File: config.mk
export PLATFORM = sky130hd
export DESIGN_NAME = cid_decoder
export DESIGN_NICKNAME = d
export VERILOG_FILES = /design/src/rtl/cid_pkg.sv /design/src/rtl/cid_decoder.sv /design/src/rtl/cid_target.sv
export VERILOG_INCLUDE_DIRS = /design/src /design/src/rtl
export SDC_FILE = /design/constraint.sdc
export NUM_CORES = 1
export LEC_CHECK = 0
export ABC_AREA = 0
export BUFFER_PORTS_ARGS = -buffer_cell sky130_fd_sc_hd__buf_2
export CORE_MARGIN = 3
export CORE_UTILIZATION = 35
export DETAILED_ROUTE_END_ITERATION = 12
export PLACE_DENSITY = 0.63
export SLEW_MARGIN = 20
export SYNTH_ARGS = -nofsm -noshare
export SYNTH_HDL_FRONTEND = slang
export SYNTH_SLANG_ARGS = --single-unit
File: constraint.sdc
create_clock -name clk -period 5 [get_ports clk]
set_input_delay 1 -clock clk [delete_from_list [all_inputs] [get_ports clk]]
set_output_delay 1 -clock clk [all_outputs]
set_load 0.01 [all_outputs]
File: src/rtl/cid_regs.svh
// Constants for the instruction decoder: field positions, reset values, cycle counts
`ifndef CID_REGS_SVH
`define CID_REGS_SVH
`define CID_LEN_RESET     2'h1
`define CID_CYC_RESET     3'h1
`define CID_CYC_ONE       3'h1
`define CID_CYC_TWO       3'h2
`define CID_CYC_FOUR      3'h4
`define CID_LEN_ONE       2'h1
`define CID_LEN_TWO       2'h2
`define CID_LEN_THREE     2'h3
`define CID_PAGE_BITS     11
`define CID_REG_SEL_LSB   0
`define CID_IND_SEL_BIT   0
`define CID_ROW_LSB       4
`define CID_COL_LSB       0
`define CID_DIRECT_RAM_TOP 8'h7F
`endif

File: src/rtl/cid_pkg.sv
// Types shared by the instruction decoder files
package cid_pkg;
  typedef enum logic [5:0] {
    CID_OP_NOP, CID_OP_ADD, CID_OP_ADD_WITH_CARRY_OP, CID_OP_SUBTRACT_BORROW_OP, CID_OP_INC, CID_OP_DEC,
    CID_OP_INC_DP, CID_OP_MUL, CID_OP_DIV, CID_OP_DA, CID_OP_AND, CID_OP_OR, CID_OP_XOR,
    CID_OP_CLR, CID_OP_CPL, CID_OP_RL, CID_OP_RLC, CID_OP_RR, CID_OP_RRC, CID_OP_SWAP,
    CID_OP_MOV, CID_OP_MOV_DP, CID_OP_CODE_RD, CID_OP_EXT_RD, CID_OP_EXT_WR,
    CID_OP_PUSH, CID_OP_POP, CID_OP_XCH, CID_OP_LOW_DIGIT_EXCHANGE_OP, CID_OP_SETB,
    CID_OP_CALL_PAGE, CID_OP_CALL_LONG, CID_OP_RET, CID_OP_INTERRUPT_RETURN_OP,
    CID_OP_JMP_PAGE, CID_OP_JMP_LONG, CID_OP_JMP_SHORT, CID_OP_JMP_IND,
    CID_OP_JZ, CID_OP_JNZ, CID_OP_JC, CID_OP_JNC, CID_OP_JB, CID_OP_JNB, CID_OP_JBC,
    CID_OP_CMP_BR, CID_OP_DEC_BR, CID_OP_UNDEF
  } cid_op_e;
  typedef enum logic [3:0] {
    CID_AM_NONE, CID_AM_REG, CID_AM_DIRECT, CID_AM_INDIRECT, CID_AM_IMM, CID_AM_IMM16,
    CID_AM_BIT, CID_AM_NBIT, CID_AM_CARRY, CID_AM_EXT8, CID_AM_EXT16, CID_AM_CODE_PC,
    CID_AM_CODE_DP, CID_AM_ACC
  } cid_am_e;
  typedef enum logic [2:0] {
    CID_TG_NONE, CID_TG_PAGE, CID_TG_LONG, CID_TG_REL, CID_TG_IND
  } cid_tg_e;
  typedef enum {
    CID_ST_IDLE, CID_ST_OPER, CID_ST_EXEC
  } cid_st_e;
endpackage

File: src/rtl/cid_decoder.sv
// Instruction decoder: opcode table, operand capture and cycle timing
// What this block does
// - Operation, operand form and length all come from the first opcode byte.
// - Indirect operands use register zero or one; register forms pick one of eight.
// - Multiply and divide are one byte, four cycles; other arithmetic one cycle.
// - Data pointer increment is one byte, two cycles.
// - External data moves are one byte, two cycles, 8-bit or 16-bit address.
// - Code reads add accumulator to program counter or data pointer, two cycles.
// - Add with carry sums accumulator, operand and carry in one cycle.
// - Subtract always deducts operand and borrow; no plain subtract exists.
// - Rotates left and right, plain and through carry, one cycle each.
// - Nibble swap exchanges accumulator halves in one cycle.
// - Low digit exchange swaps only low nibbles with indirect byte.
// - Logic immediate into direct byte: three bytes, two cycles; accumulator forms one.
// - Carry AND/OR with bit or complement: two bytes, two cycles.
// - Bit test and clear branch jumps when set and clears it; three bytes.
// - Compare and branch jumps when unequal; three bytes, two cycles.
// - Decrement and branch jumps when nonzero; two cycles; register form two bytes.
// - Long call and jump carry a full 16-bit destination.
// - Page call and jump replace low 11 bits of next address.
// - Relative jumps add signed offset to the following instruction address.
// - Data pointer load takes its value from bytes two and three.
// - Direct reaches 128 RAM bytes plus registers; bits likewise.
// - Interrupt return is one byte, two cycles, distinct from return.
`timescale 1ns/1ps
`include "cid_regs.svh"
module cid_decoder #(
  parameter int AW = 16
) (
  input  wire logic          clk,
  input  wire logic          reset_n,
  input  wire logic          clk_en,
  input  wire logic          byte_valid,
  input  wire logic [7:0]    byte_data,
  input  wire logic [AW-1:0] byte_pc,
  output logic               byte_ready,
  output logic               instr_valid,
  input  wire logic          instr_ready,
  output cid_pkg::cid_op_e   instr_op,
  output cid_pkg::cid_am_e   instr_src,
  output cid_pkg::cid_am_e   instr_dst,
  output logic [1:0]         instr_len,
  output logic [2:0]         instr_cycles,
  output logic [2:0]         instr_reg_sel,
  output logic [7:0]         instr_byte2,
  output logic [7:0]         instr_byte3,
  output logic [AW-1:0]      instr_next_pc,
  output logic [AW-1:0]      instr_target,
  output logic               instr_bit_clear,
  output logic               instr_cond_ne,
  output logic               instr_use_carry,
  output logic               instr_low_nibble,
  output logic               instr_direct_sfr,
  output logic               instr_bit_sfr
);
  cid_pkg::cid_st_e  st_q;
  cid_pkg::cid_op_e  op_d, op_q;
  cid_pkg::cid_am_e  src_d, src_q, dst_d, dst_q;
  cid_pkg::cid_tg_e  tg_d, tg_q;
  logic [1:0]        len_d, len_q, cnt_q;
  logic [2:0]        cyc_d, cyc_q, wait_q;
  logic [7:0]        opc_q, b2_q, b3_q;
  logic [AW-1:0]     pc_q;
  logic [AW-1:0]     target;
  logic [3:0]        row;
  logic [3:0]        col;
  logic              take_op;
  logic              take_oper;

  assign row = byte_data[7:`CID_ROW_LSB];
  assign col = byte_data[3:`CID_COL_LSB];

  // Pure table lookup from the first byte only
  always_comb begin
    op_d  = cid_pkg::CID_OP_UNDEF;
    src_d = cid_pkg::CID_AM_NONE;
    dst_d = cid_pkg::CID_AM_NONE;
    tg_d  = cid_pkg::CID_TG_NONE;
    len_d = `CID_LEN_ONE;
    cyc_d = `CID_CYC_ONE;
    if (col >= 4'h8) begin
      src_d = cid_pkg::CID_AM_REG;
    end else if (col == 4'h6 || col == 4'h7) begin
      src_d = cid_pkg::CID_AM_INDIRECT;
    end else if (col == 4'h5) begin
      src_d = cid_pkg::CID_AM_DIRECT;
      len_d = `CID_LEN_TWO;
    end else if (col == 4'h4) begin
      src_d = cid_pkg::CID_AM_IMM;
      len_d = `CID_LEN_TWO;
    end
    if (col >= 4'h4) begin
      unique case (row)
        4'h0: op_d = cid_pkg::CID_OP_INC;
        4'h1: op_d = cid_pkg::CID_OP_DEC;
        4'h2: op_d = cid_pkg::CID_OP_ADD;
        4'h3: op_d = cid_pkg::CID_OP_ADD_WITH_CARRY_OP;
        4'h4: op_d = cid_pkg::CID_OP_OR;
        4'h5: op_d = cid_pkg::CID_OP_AND;
        4'h6: op_d = cid_pkg::CID_OP_XOR;
        4'h7: op_d = cid_pkg::CID_OP_MOV;
        4'h8: op_d = cid_pkg::CID_OP_MOV;
        4'h9: op_d = cid_pkg::CID_OP_SUBTRACT_BORROW_OP;
        4'hA: op_d = cid_pkg::CID_OP_MOV;
        4'hB: op_d = cid_pkg::CID_OP_CMP_BR;
        4'hC: op_d = cid_pkg::CID_OP_XCH;
        4'hD: op_d = cid_pkg::CID_OP_DEC_BR;
        4'hE: op_d = cid_pkg::CID_OP_MOV;
        4'hF: op_d = cid_pkg::CID_OP_MOV;
      endcase
      dst_d = cid_pkg::CID_AM_ACC;
      if (row <= 4'h1) begin
        dst_d = src_d;
        src_d = cid_pkg::CID_AM_NONE;
        if (col == 4'h4) begin
          op_d  = row[0] ? cid_pkg::CID_OP_DEC : cid_pkg::CID_OP_INC;
          dst_d = cid_pkg::CID_AM_ACC;
          len_d = `CID_LEN_ONE;
        end
      end else if (row == 4'h7) begin
        dst_d = (col == 4'h5) ? cid_pkg::CID_AM_DIRECT : ((col == 4'h4) ? cid_pkg::CID_AM_ACC : src_d);
        src_d = cid_pkg::CID_AM_IMM;
        len_d = (col == 4'h5) ? `CID_LEN_THREE : `CID_LEN_TWO;
        cyc_d = (col == 4'h5) ? `CID_CYC_TWO : `CID_CYC_ONE;
      end else if (row == 4'h8) begin
        dst_d = cid_pkg::CID_AM_DIRECT;
        len_d = (col == 4'h5) ? `CID_LEN_THREE : `CID_LEN_TWO;
        cyc_d = `CID_CYC_TWO;
      end else if (row == 4'hA) begin
        dst_d = src_d;
        src_d = cid_pkg::CID_AM_DIRECT;
        len_d = `CID_LEN_TWO;
        cyc_d = `CID_CYC_TWO;
      end else if (row == 4'hB) begin
        dst_d = (col <= 4'h5) ? cid_pkg::CID_AM_ACC : src_d;
        src_d = (col == 4'h5) ? cid_pkg::CID_AM_DIRECT : cid_pkg::CID_AM_IMM;
        len_d = `CID_LEN_THREE;
        cyc_d = `CID_CYC_TWO;
        tg_d  = cid_pkg::CID_TG_REL;
      end else if (row == 4'hD) begin
        dst_d = src_d;
        src_d = cid_pkg::CID_AM_NONE;
        len_d = (col == 4'h5) ? `CID_LEN_THREE : `CID_LEN_TWO;
        cyc_d = `CID_CYC_TWO;
        tg_d  = cid_pkg::CID_TG_REL;
        if (col == 4'h6 || col == 4'h7) begin
          op_d  = cid_pkg::CID_OP_LOW_DIGIT_EXCHANGE_OP;
          dst_d = cid_pkg::CID_AM_ACC;
          src_d = cid_pkg::CID_AM_INDIRECT;
          len_d = `CID_LEN_ONE;
          cyc_d = `CID_CYC_ONE;
          tg_d  = cid_pkg::CID_TG_NONE;
        end else if (col == 4'h4) begin
          op_d  = cid_pkg::CID_OP_DA;
          dst_d = cid_pkg::CID_AM_ACC;
          len_d = `CID_LEN_ONE;
          cyc_d = `CID_CYC_ONE;
          tg_d  = cid_pkg::CID_TG_NONE;
        end
      end else if (row == 4'hF) begin
        dst_d = src_d;
        src_d = cid_pkg::CID_AM_ACC;
        if (col == 4'h4) begin
          op_d  = cid_pkg::CID_OP_CPL;
          dst_d = cid_pkg::CID_AM_ACC;
          src_d = cid_pkg::CID_AM_NONE;
          len_d = `CID_LEN_ONE;
        end
      end else if (row == 4'hE && col == 4'h4) begin
        op_d  = cid_pkg::CID_OP_CLR;
        src_d = cid_pkg::CID_AM_NONE;
        len_d = `CID_LEN_ONE;
      end else if (row == 4'hC && col == 4'h4) begin
        op_d  = cid_pkg::CID_OP_SWAP;
        src_d = cid_pkg::CID_AM_NONE;
        len_d = `CID_LEN_ONE;
      end else if (row == 4'h8 || row == 4'h9) begin
        dst_d = cid_pkg::CID_AM_ACC;
      end
      if (row == 4'hA && col == 4'h5) begin
        op_d  = cid_pkg::CID_OP_UNDEF;
        src_d = cid_pkg::CID_AM_NONE;
        dst_d = cid_pkg::CID_AM_NONE;
        len_d = `CID_LEN_ONE;
        cyc_d = `CID_CYC_ONE;
      end
      if (row == 4'h8 && col == 4'h4) begin
        op_d = cid_pkg::CID_OP_DIV;
        src_d = cid_pkg::CID_AM_NONE;
        len_d = `CID_LEN_ONE;
        cyc_d = `CID_CYC_FOUR;
      end else if (row == 4'hA && col == 4'h4) begin
        op_d = cid_pkg::CID_OP_MUL;
        src_d = cid_pkg::CID_AM_NONE;
        len_d = `CID_LEN_ONE;
        cyc_d = `CID_CYC_FOUR;
      end
    end else if (col == 4'h1) begin
      op_d  = byte_data[4] ? cid_pkg::CID_OP_CALL_PAGE : cid_pkg::CID_OP_JMP_PAGE;
      len_d = `CID_LEN_TWO;
      cyc_d = `CID_CYC_TWO;
      tg_d  = cid_pkg::CID_TG_PAGE;
    end else begin
      unique case (byte_data[7:0])
        8'h00: op_d = cid_pkg::CID_OP_NOP;
        8'h02, 8'h12: begin
          op_d = (row == 4'h1) ? cid_pkg::CID_OP_CALL_LONG : cid_pkg::CID_OP_JMP_LONG;
          len_d = `CID_LEN_THREE; cyc_d = `CID_CYC_TWO; tg_d = cid_pkg::CID_TG_LONG;
        end
        8'h03: op_d = cid_pkg::CID_OP_RR;
        8'h13: op_d = cid_pkg::CID_OP_RRC;
        8'h23: op_d = cid_pkg::CID_OP_RL;
        8'h33: op_d = cid_pkg::CID_OP_RLC;
        8'h10, 8'h20, 8'h30: begin
          op_d = (row == 4'h1) ? cid_pkg::CID_OP_JBC : ((row == 4'h2) ? cid_pkg::CID_OP_JB : cid_pkg::CID_OP_JNB);
          src_d = cid_pkg::CID_AM_BIT; len_d = `CID_LEN_THREE;
          cyc_d = `CID_CYC_TWO; tg_d = cid_pkg::CID_TG_REL;
        end
        8'h22: begin op_d = cid_pkg::CID_OP_RET; cyc_d = `CID_CYC_TWO; end
        8'h32: begin op_d = cid_pkg::CID_OP_INTERRUPT_RETURN_OP; cyc_d = `CID_CYC_TWO; end
        8'h40, 8'h50, 8'h60, 8'h70, 8'h80: begin
          unique case (row)
            4'h4: op_d = cid_pkg::CID_OP_JC;
            4'h5: op_d = cid_pkg::CID_OP_JNC;
            4'h6: op_d = cid_pkg::CID_OP_JZ;
            4'h7: op_d = cid_pkg::CID_OP_JNZ;
            default: op_d = cid_pkg::CID_OP_JMP_SHORT;
          endcase
          len_d = `CID_LEN_TWO; cyc_d = `CID_CYC_TWO; tg_d = cid_pkg::CID_TG_REL;
        end
        8'h42, 8'h52, 8'h62: begin
          op_d = (row == 4'h4) ? cid_pkg::CID_OP_OR : ((row == 4'h5) ? cid_pkg::CID_OP_AND : cid_pkg::CID_OP_XOR);
          src_d = cid_pkg::CID_AM_ACC; dst_d = cid_pkg::CID_AM_DIRECT; len_d = `CID_LEN_TWO;
        end
        8'h43, 8'h53, 8'h63: begin
          op_d = (row == 4'h4) ? cid_pkg::CID_OP_OR : ((row == 4'h5) ? cid_pkg::CID_OP_AND : cid_pkg::CID_OP_XOR);
          src_d = cid_pkg::CID_AM_IMM; dst_d = cid_pkg::CID_AM_DIRECT;
          len_d = `CID_LEN_THREE; cyc_d = `CID_CYC_TWO;
        end
        8'h72, 8'h82, 8'hA0, 8'hB0: begin
          op_d = (row == 4'h7 || row == 4'hA) ? cid_pkg::CID_OP_OR : cid_pkg::CID_OP_AND;
          src_d = (row >= 4'hA) ? cid_pkg::CID_AM_NBIT : cid_pkg::CID_AM_BIT;
          dst_d = cid_pkg::CID_AM_CARRY; len_d = `CID_LEN_TWO; cyc_d = `CID_CYC_TWO;
        end
        8'h73: begin op_d = cid_pkg::CID_OP_JMP_IND; cyc_d = `CID_CYC_TWO; tg_d = cid_pkg::CID_TG_IND; end
        8'h83, 8'h93: begin
          op_d = cid_pkg::CID_OP_CODE_RD; dst_d = cid_pkg::CID_AM_ACC; cyc_d = `CID_CYC_TWO;
          src_d = (row == 4'h8) ? cid_pkg::CID_AM_CODE_PC : cid_pkg::CID_AM_CODE_DP;
        end
        8'h90: begin
          op_d = cid_pkg::CID_OP_MOV_DP; src_d = cid_pkg::CID_AM_IMM16;
          len_d = `CID_LEN_THREE; cyc_d = `CID_CYC_TWO;
        end
        8'h92, 8'hA2: begin
          op_d = cid_pkg::CID_OP_MOV; len_d = `CID_LEN_TWO;
          src_d = (row == 4'h9) ? cid_pkg::CID_AM_CARRY : cid_pkg::CID_AM_BIT;
          dst_d = (row == 4'h9) ? cid_pkg::CID_AM_BIT : cid_pkg::CID_AM_CARRY;
          cyc_d = (row == 4'h9) ? `CID_CYC_TWO : `CID_CYC_ONE;
        end
        8'hA3: begin op_d = cid_pkg::CID_OP_INC_DP; cyc_d = `CID_CYC_TWO; end
        8'hB2, 8'hC2, 8'hD2: begin
          op_d = (row == 4'hB) ? cid_pkg::CID_OP_CPL : ((row == 4'hC) ? cid_pkg::CID_OP_CLR : cid_pkg::CID_OP_SETB);
          dst_d = cid_pkg::CID_AM_BIT; len_d = `CID_LEN_TWO;
        end
        8'hB3, 8'hC3, 8'hD3: begin
          op_d = (row == 4'hB) ? cid_pkg::CID_OP_CPL : ((row == 4'hC) ? cid_pkg::CID_OP_CLR : cid_pkg::CID_OP_SETB);
          dst_d = cid_pkg::CID_AM_CARRY;
        end
        8'hC0, 8'hD0: begin
          op_d = (row == 4'hC) ? cid_pkg::CID_OP_PUSH : cid_pkg::CID_OP_POP;
          src_d = cid_pkg::CID_AM_DIRECT; len_d = `CID_LEN_TWO; cyc_d = `CID_CYC_TWO;
        end
        8'hE0, 8'hE2, 8'hE3, 8'hF0, 8'hF2, 8'hF3: begin
          op_d = (row == 4'hE) ? cid_pkg::CID_OP_EXT_RD : cid_pkg::CID_OP_EXT_WR; cyc_d = `CID_CYC_TWO;
          src_d = (col == 4'h0) ? cid_pkg::CID_AM_EXT16 : cid_pkg::CID_AM_EXT8;
          dst_d = cid_pkg::CID_AM_ACC;
        end
        default: op_d = cid_pkg::CID_OP_UNDEF;
      endcase
    end
  end

  assign take_op   = clk_en && byte_valid && byte_ready && st_q == cid_pkg::CID_ST_IDLE;
  assign take_oper = clk_en && byte_valid && byte_ready && st_q == cid_pkg::CID_ST_OPER;
  assign byte_ready = (st_q != cid_pkg::CID_ST_EXEC);

  // Fetch and hold sequencer; execution held for the cycle count
  always_ff @(posedge clk) begin
    if (!reset_n) begin
      st_q   <= cid_pkg::CID_ST_IDLE;
      cnt_q  <= 2'h0;
      wait_q <= 3'h0;
    end else if (clk_en) begin
      unique case (st_q)
        cid_pkg::CID_ST_IDLE: if (take_op) begin
          cnt_q  <= 2'h1;
          wait_q <= cyc_d;
          st_q   <= (len_d == `CID_LEN_ONE) ? cid_pkg::CID_ST_EXEC : cid_pkg::CID_ST_OPER;
        end
        cid_pkg::CID_ST_OPER: if (take_oper) begin
          cnt_q <= cnt_q + 2'h1;
          if (cnt_q + 2'h1 == len_q) st_q <= cid_pkg::CID_ST_EXEC;
        end
        cid_pkg::CID_ST_EXEC: begin
          if (wait_q > 3'h1) wait_q <= wait_q - 3'h1;
          else if (instr_ready) st_q <= cid_pkg::CID_ST_IDLE;
        end
      endcase
    end
  end

  // Instruction fields captured with the opcode and operand bytes
  always_ff @(posedge clk) begin
    if (!reset_n) begin
      op_q <= cid_pkg::CID_OP_NOP; src_q <= cid_pkg::CID_AM_NONE; dst_q <= cid_pkg::CID_AM_NONE;
      tg_q <= cid_pkg::CID_TG_NONE; len_q <= `CID_LEN_RESET; cyc_q <= `CID_CYC_RESET;
      opc_q <= 8'h00; b2_q <= 8'h00; b3_q <= 8'h00; pc_q <= '0;
    end else if (take_op) begin
      op_q <= op_d; src_q <= src_d; dst_q <= dst_d; tg_q <= tg_d;
      len_q <= len_d; cyc_q <= cyc_d; opc_q <= byte_data;
      b2_q <= 8'h00; b3_q <= 8'h00;
      pc_q <= AW'(byte_pc + AW'(len_d));
    end else if (take_oper) begin
      if (cnt_q == 2'h1) b2_q <= byte_data;
      else b3_q <= byte_data;
    end
  end

  cid_target #(.AW(AW)) u_target (
    .next_pc (pc_q),
    .opcode  (opc_q),
    .byte2   (b2_q),
    .byte3   (b3_q),
    .rel     ((len_q == `CID_LEN_THREE) ? b3_q : b2_q),
    .kind    (tg_q),
    .target  (target)
  );

  assign instr_valid      = (st_q == cid_pkg::CID_ST_EXEC) && wait_q <= 3'h1;
  assign instr_op         = op_q;
  assign instr_src        = src_q;
  assign instr_dst        = dst_q;
  assign instr_len        = len_q;
  assign instr_cycles     = cyc_q;
  assign instr_reg_sel    = opc_q[3] ? opc_q[2:0] : {2'h0, opc_q[`CID_IND_SEL_BIT]};
  assign instr_byte2      = b2_q;
  assign instr_byte3      = b3_q;
  assign instr_next_pc    = pc_q;
  assign instr_target     = target;
  assign instr_bit_clear  = (op_q == cid_pkg::CID_OP_JBC);
  assign instr_cond_ne    = (op_q == cid_pkg::CID_OP_CMP_BR) || (op_q == cid_pkg::CID_OP_DEC_BR);
  assign instr_use_carry  = (op_q == cid_pkg::CID_OP_ADD_WITH_CARRY_OP) || (op_q == cid_pkg::CID_OP_SUBTRACT_BORROW_OP);
  assign instr_low_nibble = (op_q == cid_pkg::CID_OP_LOW_DIGIT_EXCHANGE_OP);
  assign instr_direct_sfr = b2_q > `CID_DIRECT_RAM_TOP;
  assign instr_bit_sfr    = b2_q[7];

  muldiv_len_a: assert property (@(posedge clk) disable iff (!reset_n)
    take_op && (byte_data == 8'hA4 || byte_data == 8'h84) |=> len_q == 2'h1 && cyc_q == 3'h4)
    else $error("multiply or divide timing wrong");
  incdp_time_a: assert property (@(posedge clk) disable iff (!reset_n)
    take_op && byte_data == 8'hA3 |=> op_q == cid_pkg::CID_OP_INC_DP && cyc_q == 3'h2 && len_q == 2'h1)
    else $error("pointer increment timing wrong");
  ext_move_a: assert property (@(posedge clk) disable iff (!reset_n)
    take_op && byte_data[7:5] == 3'h7 && byte_data[3:0] != 4'h1 && byte_data[3:2] == 2'h0 && byte_data[1:0] != 2'h1
    |=> cyc_q == 3'h2 && len_q == 2'h1)
    else $error("external move timing wrong");
  logic_imm_a: assert property (@(posedge clk) disable iff (!reset_n)
    take_op && (byte_data == 8'h43 || byte_data == 8'h53 || byte_data == 8'h63) |=> len_q == 2'h3 && cyc_q == 3'h2)
    else $error("logic immediate direct timing wrong");
  cmp_branch_a: assert property (@(posedge clk) disable iff (!reset_n)
    take_op && byte_data[7:4] == 4'hB && byte_data[3:2] != 2'h0 |=> len_q == 2'h3 && instr_cond_ne)
    else $error("compare branch decode wrong");
  undef_op_a: assert property (@(posedge clk) disable iff (!reset_n)
    take_op && byte_data == 8'hA5 |=> len_q == 2'h1 && cyc_q == 3'h1 && st_q == cid_pkg::CID_ST_EXEC)
    else $error("undefined opcode not a one byte no-op");
  interrupt_return_op_time_a: assert property (@(posedge clk) disable iff (!reset_n)
    take_op && byte_data == 8'h32 |=> op_q == cid_pkg::CID_OP_INTERRUPT_RETURN_OP && cyc_q == 3'h2)
    else $error("interrupt return decode wrong");
  hold_exec_a: assert property (@(posedge clk) disable iff (!reset_n)
    take_op && clk_en && byte_data == 8'hA4 |=> !instr_valid [*3])
    else $error("multiply released early");
endmodule

File: src/rtl/cid_target.sv
// Branch target arithmetic for page, long and relative destinations
`timescale 1ns/1ps
`include "cid_regs.svh"
module cid_target #(
  parameter int AW = 16
) (
  input  wire logic [AW-1:0]  next_pc,
  input  wire logic [7:0]     opcode,
  input  wire logic [7:0]     byte2,
  input  wire logic [7:0]     byte3,
  input  wire logic [7:0]     rel,
  input  wire cid_pkg::cid_tg_e kind,
  output logic      [AW-1:0]  target
);
  logic [AW-1:0] rel_ext;
  always_comb begin
    rel_ext = {{(AW-8){rel[7]}}, rel};
    unique case (kind)
      // Upper page bits kept from the following instruction
      cid_pkg::CID_TG_PAGE: target = {next_pc[AW-1:`CID_PAGE_BITS], opcode[7:5], byte2};
      cid_pkg::CID_TG_LONG: target = AW'({byte2, byte3});
      cid_pkg::CID_TG_REL:  target = AW'(next_pc + rel_ext);
      default:              target = next_pc;
    endcase
  end
endmodule

# Yosys cells after proc, flatten, opt, wreduce, memory -nomap -nowiden
# Memory sizes are Yosys's and may differ from the RTL's.
# Cells that the tools add are included.
totals:
  register_bits: 99
  input_bits: 29
  word_cells: 303
  mem_count: 1
  rom_bits: 96
classes:
  bitwise_logic: 2
  addsub: 4
  n_mux: 140
  reduce_logical: 45
  n_lt_le_gt_ge: 8
  n_eq_ne: 90
mem_list:
  columns: ["name", "words", "word_bits", "rd", "rd_ports_with_merged_regs", "wr", "line", "text"]
  rows:
  - ["(no name shown)", 16, 6, 1, 0, 0, "cid_decoder.sv:93", "unique case (row)"]
op_table:
  columns: ["op", "n"]
  rows:
  - ["8-bit == test, second input constant", 24]
  - ["32-bit 2-to-1 mux", 5]
  - ["4-bit 2-to-1 mux", 32]
  - ["6-bit 2-to-1 mux", 20]
  - ["6-bit case mux with 20 select lines", 1]
  - ["8-bit by 7-bit == test with 1-bit output, second input constant", 12]
  - ["32-bit case mux with 3 select lines", 1]
  - ["2-bit 2-to-1 mux", 46]
  - ["32-bit by 2-bit == test with 1-bit output, second input constant", 2]
  - ["32-bit zero test", 2]
  - ["3-bit 2-to-1 mux", 18]
  - ["8-bit by 6-bit == test with 1-bit output, second input constant", 6]
  - ["16-bit case mux with 3 select lines", 1]
  - ["4-bit case mux with 9 select lines", 1]
  - ["32-bit by 1-bit == test with 1-bit output, second input constant", 1]
  - ["32-bit by 3-bit == test with 1-bit output, second input constant", 1]
  - ["4-bit by 3-bit == test with 1-bit output, second input constant", 8]
  - ["4-bit == test, second input constant", 8]
  - ["32-bit by 3-bit != test with 1-bit output, second input constant", 1]
  - ["32-bit OR reduction", 1]
  - ["8-bit by 5-bit == test with 1-bit output, second input constant", 3]
  - ["4-bit case mux with 5 select lines", 1]
  - ["19-bit OR reduction", 1]
  - ["6-bit == test, second input constant", 3]
  - ["46 further kinds", 90]

# Depth between registers and ports, before layout
# Gate-level depths: netlist of run 1.
logic_depth:
  ltp_word: 22
  mapped_depth: 18
  ltp_nobuf: 16

# By module
# A second synthesis of run 1 with hierarchy kept.
unflattened:
  hier_cells: 911
  hier_area_um2: 6560.0
modules_own_cells:
  columns: ["mod", "instances", "area_per_inst_um2", "cells_per_inst"]
  rows:
  - ["cid_decoder", 1, 5300.1, 721]
  - ["cid_target", 1, 1260.0, 190]

# Worst setup path after synthesis of run 1
# OpenSTA, ideal clock, no wires.
synth_path:
  kind: "in2reg"
  startpoint: "input byte_data[5]"
  endpoint: "register pc_q[15], in the netlist instr_next_pc[15]"
  path_buffers: 1
  arrival_ns: 4.550
  slack_ns: 0.359
  setup_time_ns: 0.091
  stages: 16
  cell_sequence: "clkbuf_1 inv_1 ha_1 or4_4 a21oi_2 nor2_2 or4_4 o32ai_4 inv_1 ha_1 a21o_1 nand2_1 nor2_1 nand2_1 or3_1 a311oi_1"
synth_between:
  elab_chain_cells: 16
synth_rtl:
  columns: ["item", "line", "text"]
  rows:
  - ["start, declared", "cid_decoder.sv:34", "input wire logic [7:0] byte_data,"]
  - ["4-bit == test", "cid_decoder.sv:173", "end else if (row == 4'hC && col == 4'h4) begin"]
  - ["1-bit logical AND", "cid_decoder.sv:173", null]
  - ["2-bit 2-to-1 mux", "cid_decoder.sv:173", null]
  - ["2-bit 2-to-1 mux", "cid_decoder.sv:169", "end else if (row == 4'hE && col == 4'h4) begin"]
  - ["2-bit 2-to-1 mux", "cid_decoder.sv:160", "end else if (row == 4'hF) begin"]
  - ["2-bit 2-to-1 mux", "cid_decoder.sv:140", "end else if (row == 4'hD) begin"]
  - ["2-bit 2-to-1 mux", "cid_decoder.sv:134", "end else if (row == 4'hB) begin"]
  - ["2-bit 2-to-1 mux", "cid_decoder.sv:129", "end else if (row == 4'hA) begin"]
  - ["2-bit 2-to-1 mux", "cid_decoder.sv:125", "end else if (row == 4'h8) begin"]
  - ["2-bit 2-to-1 mux", "cid_decoder.sv:120", "end else if (row == 4'h7) begin"]
  - ["2-bit 2-to-1 mux", "cid_decoder.sv:112", "if (row <= 4'h1) begin"]
  - ["2-bit 2-to-1 mux", "cid_decoder.sv:180", "if (row == 4'hA && col == 4'h5) begin"]
  - ["2-bit 2-to-1 mux", "cid_decoder.sv:192", "end else if (row == 4'hA && col == 4'h4) begin"]
  - ["2-bit 2-to-1 mux", "cid_decoder.sv:187", "if (row == 4'h8 && col == 4'h4) begin"]
  - ["2-bit 2-to-1 mux (*)", "cid_decoder.sv:92", "if (col >= 4'h4) begin"]
  - ["named net len_d[1]", "cid_decoder.sv:60", "logic [1:0] len_d, len_q, cnt_q;"]
  - ["16-bit by 2-bit adder with 16-bit output (*)", "cid_decoder.sv:322", "pc_q <= AW'(byte_pc + AW'(len_d));"]
  - ["end signal, assigned", "cid_decoder.sv:322", null]
  - ["end, declared", "cid_decoder.sv:63", "logic [AW-1:0] pc_q;"]
# The timed path passes the listed nets; every way through them passes the cells marked *.
# A chain may end at the register's enable or synchronous reset.

# Final worst setup path of run 1
layout_path:
  startpoint: "register len_q[0], in the netlist instr_len[0]"
  endpoint: "output instr_target[15]"
layout_between:
  elab_chain_cells: 4
layout_rtl:
  columns: ["item", "line", "text"]
  rows:
  - ["start, declared", "cid_decoder.sv:60", null]
  - ["start signal, assigned", "cid_decoder.sv:316", "tg_q <= cid_pkg::CID_TG_NONE; len_q <= `CID_LEN_RESET; cyc_q <= `CID_CYC_RESET;"]
  - ["start signal, assigned", "cid_decoder.sv:320", "len_q <= len_d; cyc_q <= cyc_d; opc_q <= byte_data;"]
  - ["2-bit == test (no source line)", null, null]
  - ["8-bit 2-to-1 mux", "cid_decoder.sv:334", ".rel ((len_q == `CID_LEN_THREE) ? b3_q : b2_q),"]
  - ["16-bit adder", "cid_target.sv:22", "cid_pkg::CID_TG_REL: target = AW'(next_pc + rel_ext);"]
  - ["16-bit case mux with 3 select lines", "cid_target.sv:18", "unique case (kind)"]
  - ["end, declared", "cid_decoder.sv:48", "output logic [AW-1:0] instr_target,"]
# No other way between the ends.

==> metrics, run 1 <==
status=completed; mean post-synth cell area=slightly below 7 sq um; Via density=6.115; Synth Area in Compound Gates=0.3422; commonest cells in the netlist=111 x nand2_1, 105 x a21oi_1, 90 x o21ai_0, 85 x nor2_1, 68 x dfxtp_1; worst skew pair latency=approximately 0.34 ns; post-synthesis sequential area ratio=0.2161; EDFF count, synth=0; Routed WL per cell=20.28 um; Initial Utilization=0.3605; Layout Skew=~0.012 ns; postcts setup bufs=0; Critical Path AT=roughly 3.8 ns; Synth Cell Area=between 6000 and 7000 sq um; max incr delay on CP=a little under 0.5 ns; Least-Margin Pin Slew=approximately 0.76 ns; Net Count, Synth=between 900 and 1,000; H-Tree Depth=3; first-pass GRT wire length=39.25 mm; Tmin final=around 4.8 ns; pins over their slew limit=0; Req. time, crit path=around 4.0 ns; final worst-path cycle share=0.9516; WL final=between 20 and 30 mm; CP Cell Sequence=nand2_2 > mux2_2 > ha_1 > o21ai_0 > a21oi_1 > a21bo_2 > a31oi_1 > o2111ai_1 > mux2i_1 > o211a_1 > or3_1 > buf_2; Internal=about 0.0014 W; die footprint=19,640 sq um; Ports=107; CTS tree=built; clock root cell=clkbuf_16; crit start category=flop; DRC=0; Hold/Removal Path Class=reg -> reg; Flop pwr share=0.312; most numerous cell in the Yosys netlist=nand2_1; Post-Synth XOR/XNOR Area=0.02502; Max Cap Viol=0; largest family of logic cells by synthesized area=compound AO/OA/AOI/OAI gates; drt first pass iters=6; RSZ-0062 raised after global routing=false; ANT cells=0; RD Place Congestion=around 1.0; Yosys reg bits=68; row count=48; vias in the first global route=around 7,000; post-synthesis mux area share=0.02383; Worst-path clk slew=0.06 ns; asr flop ratio synth=0; CTS buffer count=9; area leader, netlist=dfxtp_1; dpl cells=1,234; clock sink count=68; initial antenna violation count=1; Post-Synth Simple-Gate Area=0.2653; Clk pwr share=0.368; Peak VDD IR=0.0002035 V; Final Hold Viols=0; Core Util, Final=0.4315; WS Path Type=reg -> out; initial DRC count=slightly above 900; PD cells=about 280 nW/um^2; Total Routing Usage GR=0.2476; adder-cell share of the synthesized area=0.06197; Net Sw Frac=0.3477; number of buffers added on ports=~110; combinational share of power=0.319; P&R area growth vs syn=19.70%; fmax=0.2102 GHz; warnings from Yosys=0; non-filler cells, final=1,250; Final nets=1,079; # setup viols final=0; setup TNS=0 ns; global route total overflow=0; CORE AREA=roughly 17,000 sq um; CP max stage cell=mux2_2; Detail Placement HPWL=18.92 mm; Synth area leaders=dfxtp_1 22%, a21oi_1 8.3%, o21ai_0 7.1%; Die Width=roughly 140 um; Pleak=3.114 nW; Synth top area share=0.2161; Crit. End Element=output port; sw power=about 0.00072 W; Final ANT Viol Nets=0; vias=between 7,000 and 8,000; Longest Clk Path Bufs=2; layout cells sized above 1=0.1912; largest net degree at the start of global routing=37; largest fanout on the critical path=12; synth unique cells=just under 80; Max transition margin=0.4917; Top FF cell, synth=dfxtp_1; Syn Inst Count=around 930; Die Ht=~140 um
state kept, by name, summed over array words and instances (netlist names):
signal	count
instr_op	6
tg_q	3
instr_byte2	8
instr_byte3	8
instr_src	4
wait_q	3
instr_len	2
instr_next_pc	16
opc_q	7
instr_dst	4
cnt_q	2
instr_cycles	3
st_q	2
cells by family after synthesis:
kind of cell / after synthesis
flops: 68
compound gates: 343
xor+xnor: 18
buf+inv: 104
fa+ha+maj: 30
mux: 14
simple gates: 351
power by group through the flow:
stage	Sequential, W	Combinational [W]	Clock, W
global route	0.000655	0.000731	0.000796
global placement	0.000656	0.000653	0
floorplan	0.000650	0.000421	0
CTS	0.000646	0.000655	0.000775
finish	0.000649	0.000663	0.000765
detailed placement	0.000658	0.000649	0
layout make-up:
| class | count | area, sq um |
|---|---|---|
| fillers | 1830 | 9936 |
| well taps | 225 | 281.5 |
| repair buffers | 151 | 880.8 |
| multi-input cells | 756 | 4529 |
| inverters | 34 | 127.6 |
| flip-flops and latches | 68 | 1361 |
| clock inverters | 5 | 107.6 |
| clock buffers | 11 | 252.7 |
per-stage QoR:
step | setup slack, ns | total power, W | hold slack, ns | area (sq um)
2_1_floorplan | 0.3586 | 0.001071 | 0.4317 | 6300
3_3_place_gp | 0.2094 | 0.001309 | 0.4399 | 7178
3_5_place_dp | 0.1108 | 0.001307 | 0.4456 | 7178
4_1_cts | 0.1986 | 0.002075 | 0.4541 | 7538
5_1_grt | 0.1195 | 0.002181 | 0.4698 | 7541
6_report | 0.2419 | 0.002077 | 0.4525 | 7541
path summary, 6_finish.rpt:
check | start | to | slack [ns] | depth (start not counted)
worst max register to register | st_q[0] | instr_src[2] | 2.37 | 7
worst min register to register | opc_q[0] | opc_q[0] | 0.45 | 2
worst max-delay path | instr_len[0] | instr_target[15] | 0.24 | 12
worst min-delay path | opc_q[0] | opc_q[0] | 0.45 | 2
placed cells by master, fill, tap and decap left out, types with 9 or more instances in the layout:
cell type	count
buf_2	106
nand3_1	34
nand2b_1	17
nand2_1	110
nor3_1	28
xor2_1	11
o22ai_1	15
nor2_1	85
a21oi_1	105
nor2b_1	15
o21ai_0	90
or3_1	12
buf_4	44
inv_1	33
clkbuf_16	9
a211oi_1	16
o211ai_1	9
ha_1	28
dfxtp_1	68
a31oi_1	18
metal layers:
layer	track usage	vias up	routed length (um)
met4	0.09332	2	920
li1	-	3584	-
met1	0.3451	3533	10960
met5	0	-	9
met2	0.3753	441	10970
met3	0.05224	84	2497
critical path, delay by kind of cell, from the launching register on:
kind                     cells  cell delay, ns
AND/OR/NAND/NOR              2            0.59
AO/OA/AOI/OAI                6            1.24
multiplexers                 2            0.65
buffers and inverters        1            0.14
adder cells (fa/ha/maj)      1            0.42
flip-flops                   1            0.35
what timing repair did:
| item | 4_1_cts | 5_1_grt |
|---|---|---|
| hold buffers | 0 | 0 |
| setup endpoints to repair | 0 | 1 |
| resized for setup | 0 | 1 |
No activity file was read; power rests on OpenSTA's default activity.
==> run 2, diff against run 1 <==
==> constraint.sdc (replaced) <==
create_clock -name clk -period 5 [get_ports clk]
set_input_delay 0.25 -clock clk [delete_from_list [all_inputs] [get_ports clk]]
set_output_delay 0.25 -clock clk [all_outputs]
set_load 0.01 [all_outputs]
==> run 2 against run 1 <==
Critical path depth increased by 4. Final area fell by 2.3%. Register-to-register slack worse by 0.15 ns. Clock skew decreased by 0.0016 ns. Critical path type is now in -> reg. Critical endpoint is now instr_next_pc[12].
==> metrics, run 2 (synthesis gave the netlist of run 1 again) <==
# setup viols final=0 (unchanged); Die Width=140.2 um (unchanged); max FFs per register=16 (unchanged); vias=7,560 (-1.1%); Pleak=3.011 nW (-3.3%); die footprint=19,640 sq um (unchanged); worst skew pair latency=0.35 ns (about the same); Initial Utilization=0.3605 (unchanged); Hold/Removal Path Class=in -> reg; first-pass GRT wire length=39.74 mm (+1.2%); RD Place Congestion=0.9952 (-4.5%); Layout Skew=0.01086 ns (-0.001559 ns); Via density=6.126 (+0.18%); Final Hold Viols=0 (unchanged); Hold Path Depth=3 (+1); Peak VDD IR=0.0001886 V (-7.4%); Worst-path clk slew=0.06 ns (about the same); initial antenna violation count=0 (-1); hold endpoint=instr_next_pc[15]; hold buffers post-CTS=0 (unchanged); Critical Path AT=4.50 ns (+0.74 ns); clock root cell=clkbuf_16; Ports=107 (unchanged); Detail Placement HPWL=18.77 mm (-0.78%); vias in the first global route=6,961 (+0.12%); post_cts resized=0 (unchanged); Req. time, crit path=5.22 ns (+1.22 ns); WL final=25.39 mm (+0.13%); dpl cells=1,218 (-1.3%); commonest non-fill, non-tap cell in the layout=nand2_1; postcts setup bufs=0 (unchanged); Longest Clk Path Bufs=2 (unchanged); most frequent cells in the layout=111 x nand2_1, 106 x buf_2, 105 x a21oi_1; reg2reg end=instr_op[4]; pins over their slew limit=0 (unchanged); final worst-path cycle share=0.8565 (-0.09514); FF-to-FF path depth=8 (+1); non-filler cells, final=1,234 (-1.3%); Worst R2R Setup Slack=2.22 ns (-0.15 ns); fmax=0.2335 GHz (+11%); WS Path Type=in -> reg; P&R area growth vs syn=16.98%; layout cells sized above 1=0.1764 (-0.01481); initial DRC count=918 (+1.1%); ANT cells=0 (unchanged); Final ANT Viol Nets=0 (unchanged); Tmin final=4.282 ns (-0.4757 ns); setup TNS=0 ns (unchanged); hold path startpoint=byte_pc[15]; Fill cells=1,830 (unchanged); clock sink count=68 (unchanged); CORE AREA=17,480 sq um (unchanged); largest net degree at the start of global routing=61 (+65%); Max transition margin=0.3051 (-0.1866); RSZ-0062 raised after global routing=false; H-Tree Depth=3 (unchanged); PD cells=271.9 nW/um^2 (-1.3%); Crit. End Element=flop; drt first pass iters=6 (unchanged); DRC=0 (unchanged); Max Cap Viol=0 (unchanged); Routed WL per cell=20.57 um (+1.4%); global route total overflow=0 (unchanged); Final nets=1,063 (-1.5%); number of buffers added on ports=106 (unchanged); row count=48 (unchanged); status=completed; Least-Margin Pin Slew=1.036 ns (+0.2793 ns); Die Ht=140.2 um (unchanged); CTS tree=built; CTS buffer count=9 (unchanged); crit start category=primary input; worst r2r src=st_q[0]; Total Routing Usage GR=0.2508 (+0.003167); largest fanout on the critical path=20 (+8)
==> run 2: changes by cell type in the layout (fill, tap and decap cells not counted), sizes merged <==
cell,before,now
bufinv,3,2
inv,34,35
clkinvlp,0,1
clkinv,2,3
buf,151,135
clkbuf,11,9
==> run 2: final cells by class <==
class	instances	area [sq um]	area share
Multi-Input combinational cell	756	4527	0.6143
Sequential cell	68	1361	0.1847
Timing Repair Buffer	135	748.2	0.1015
Tap cell	225	281.5	0.03820
Clock buffer	9	225.2	0.03056
Inverter	34	127.6	0.01732
Clock inverter	7	98.84	0.01341
==> run 2: per-stage QoR <==
| step | total power, W | hold WS, ns | setup slack (ns) | cell area (sq um) | util |
|---|---|---|---|---|---|
| after CTS | 0.002002 | 0.1938 | 0.7519 | 7370 | 0.4217 |
| final | 0.002003 | 0.2055 | 0.7175 | 7370 | 0.4217 |
| after global placement | 0.001306 | 0.4395 | 0.5477 | 7046 | 0.4031 |
| after global routing | 0.002110 | 0.2192 | 0.3235 | 7370 | 0.4217 |
| after floorplan | 0.001071 | 0.3860 | 1.109 | 6300 | - |
| after detailed placement | 0.001302 | 0.4489 | 0.4102 | 7046 | 0.4031 |
==> run 2: critical path, stage by stage <==
cell and delay, ns:
buf_2 0.22, inv_1 0.14, ha_1 0.48, or4_4 0.59
a21oi_2 0.19, nor2_2 0.08, nor4_1 0.31, o21ai_0 0.13
a21oi_1 0.24, ha_1 0.21, inv_1 0.06, fa_1 0.40
nor2b_1 0.16, nand4_1 0.31, or3_1 0.45, a311oi_1 0.27
==> run 2: worst max-delay path by stage <==
stage                     depth (start not counted)  slack (ns)          from                end
after floorplan                                  16        1.11  byte_data[5]  instr_next_pc[15]
after global placement                           16        0.55  byte_data[4]  instr_next_pc[12]
after detailed placement                         16        0.41  byte_data[4]  instr_next_pc[12]
after CTS                                        16        0.75  byte_data[4]  instr_next_pc[12]
after global routing                             16        0.32  byte_data[4]  instr_next_pc[12]
final                                            16        0.72  byte_data[4]  instr_next_pc[12]
==> run 2: metal layers <==
| layer | vias up | global-route usage | wire length (um) |
|---|---|---|---|
| met5 | - | 0 | 0 |
| met4 | 0 | 0.07955 | 733 |
| met3 | 62 | 0.05155 | 2354 |
| met2 | 450 | 0.3773 | 10960 |
| met1 | 3491 | 0.3588 | 11340 |
| li1 | 3557 | - | - |
==> run 2: where the power goes <==
part | internal, W | total, W | switching (W)
Combinational | 0.000244 | 0.000665 | 0.000420
Clock | 0.000440 | 0.000695 | 0.000256
Sequential | 0.000588 | 0.000643 | 0.0000553
==> run 3, diff against run 2 <==
Settings changed: GPL_TIMING_DRIVEN set to 0.
==> run 3 against run 2 <==
Core utilization is 0.20 points higher. Non-clock buffer count up 39. Die area is the same. Final cell count grew 3.2%. Hold slack got worse by 0.0050 ns. Sequential cell count unchanged. Wire length is 6.6% higher. Setup slack got worse by 0.44 ns. Clock skew is 0.0025 ns higher. Clock-buffer cell count stayed put. Clock power fell by 8.2%. Combinational power grew 2%.
==> metrics, run 3 (synthesis gave the netlist of run 1 again) <==
CORE AREA=17,480 sq um (unchanged); Final nets=1,102 (+3.7%); Initial Utilization=0.3605 (unchanged); global route total overflow=0 (unchanged); Tmin final=4.719 ns (+0.4362 ns); vias in the first global route=7,153 (+2.8%); Req. time, crit path=5.25 ns (+0.03 ns); Final Hold Viols=0 (unchanged); clock root cell=clkbuf_16; Critical Path AT=4.97 ns (+0.47 ns); CP max stage cell=or3_1; non-filler cells, final=1,273 (+3.2%); max FFs per register=16 (unchanged); status=completed; Longest Clk Path Bufs=2 (unchanged); FF-to-FF path depth=9 (+1); final worst-path cycle share=0.9437 (+0.08724); layout cells sized above 1=0.1498 (-0.02660); Worst-path clk slew=0.06 ns (about the same); combinational share of power=0.346 (+0.014); Max Cap Viol=0 (unchanged); commonest non-fill, non-tap cell in the layout=nand2_1; Hold Path Depth=3 (unchanged); WS Path Type=in -> reg; # setup viols final=0 (unchanged); Clk pwr share=0.324 (-0.023); CTS buffer count=9 (unchanged); Hold/Removal Path Class=in -> reg; PD cells=265.7 nW/um^2 (-2.3%); Tot Pwr=0.001967 W (-1.8%); max incr delay on CP=0.45 ns (-0.14 ns); WL final=27.07 mm (+6.6%); Detail Placement HPWL=20.73 mm (+10%); sw power=0.0007488 W (+2.4%); clock sink count=68 (unchanged); largest fanout on the critical path=10 (-50%); Pleak=2.975 nW (-1.2%); initial DRC count=966 (+5.2%); Least-Margin Pin Slew=0.8946 ns (-0.1414 ns); Die Ht=140.2 um (unchanged); RD Place Congestion=1.044 (+4.9%); CP Cell Sequence=buf_2 > clkbuf_2 > inv_1 > ha_1 > clkbuf_1 > clkbuf_2 > a311oi_1 > o21ai_0 > o21ai_0 > a21oi_1 > nor4_1 > a21oi_1 > ha_1 > inv_1 > fa_1 > nor2b_1 > nand4_1 > or3_1 > a311oi_1; CTS tree=built; row count=48 (unchanged); crit start category=primary input; die footprint=19,640 sq um (unchanged); Net Sw Frac=0.3806 (+0.01565); pins over their slew limit=0 (unchanged); Max transition margin=0.3990 (+0.09396); Final ANT Viol Nets=0 (unchanged); vias=7,757 (+2.6%); Via density=6.093 (-0.54%); DRC=0 (unchanged); flip-flop and latch area=1361 sq um (unchanged); dpl cells=1,257 (+3.2%); Internal=0.001218 W (-4.2%); Crit. End Element=flop; Routed WL per cell=21.26 um (+3.4%); worst skew pair latency=0.34 ns (about the same); P&R area growth vs syn=17.54%; Die Width=140.2 um (unchanged); Total Routing Usage GR=0.2646 (+0.01384); number of buffers added on ports=104 (-1.9%); RSZ-0062 raised after global routing=false; Ports=107 (unchanged); first-pass GRT wire length=41.45 mm (+4.3%); largest net degree at the start of global routing=14 (-77%); H-Tree Depth=3 (unchanged); Peak VDD IR=0.0001977 V (+4.9%); drt first pass iters=7 (+1); Fill cells=1,885 (+3.0%); ANT cells=0 (unchanged); Flop pwr share=0.330 (+0.009); Layout Skew=0.01338 ns (+0.002519 ns); most frequent cells in the layout=111 x nand2_1, 109 x buf_2, 105 x a21oi_1; Multi-input gate area=4526 sq um (about the same); fmax=0.2119 GHz (-9.2%); initial antenna violation count=0 (unchanged); postcts setup bufs=0 (unchanged)
==> run 3: changes by cell type in the layout (fill, tap and decap cells not counted), sizes merged <==
cell and change:
inv -1, bufinv -1, clkinv +3, clkbuf +57, clkinvlp -1, buf -18
==> run 3: worst paths after layout <==
check	from	to	slack, ns
max	byte_data[5]	instr_next_pc[10]	0.28
min	byte_pc[8]	instr_next_pc[8]	0.20
max reg2reg	st_q[0]	instr_op[4]	2.15
min reg2reg	opc_q[2]	opc_q[2]	0.46
==> run 3: cell type report <==
class | instances | area share
clock buffers | 9 | 0.03042
multi-input cells | 756 | 0.6112
inverters | 34 | 0.01724
repair buffers | 104 | 0.07029
flip-flops and latches | 68 | 0.1838
plain buffers | 70 | 0.03886
clock inverters | 7 | 0.01014
well taps | 225 | 0.03802
==> run 3: per-layer routing <==
layer | share of wire | global-route usage | wire length [um]
met2 | 0.41 | 0.3788 | 11140
met3 | 0.10 | 0.06009 | 2759
met1 | 0.45 | 0.3897 | 12280
met4 | 0.033 | 0.08720 | 897
met5 | 0 | 0 | 0
==> run 3: metrics by stage <==
step / area, sq um / worst slack, ns / utilization / hold slack [ns] / TNS, ns
after detailed placement: 7102 / -0.1993 / 0.4064 / 0.4492 / -0.6787
after global placement: 7102 / -0.3175 / 0.4064 / 0.4389 / -1.322
after global routing: 7405 / 0.002207 / 0.4237 / 0.2130 / 0
after CTS: 7402 / 0.1385 / 0.4235 / 0.1948 / 0
final: 7405 / 0.2813 / 0.4237 / 0.2006 / 0
after floorplan: 6300 / 1.109 / - / 0.3860 / 0
==> run 3: power by group through the flow <==
stage	registers (W)	clock network (W)	logic, W
6_report	0.000649	0.000638	0.000681
3_3_place_gp	0.000657	0	0.000666
2_1_floorplan	0.000650	0	0.000421
3_5_place_dp	0.000658	0	0.000661
4_1_cts	0.000647	0.000647	0.000666
5_1_grt	0.000655	0.000676	0.000742
==> run 3: critical path, delay by kind of cell <==
kind	cells	cell delay, ns
compound gates	6	1.37
fa+ha+maj	3	0.94
buf+inv	6	1.36
simple gates	4	1.05
==> run 3: repair_timing <==
action	in CTS	in global routing
endpoints found under the setup margin	0	5
hold buffers	0	0
resized for setup	0	4
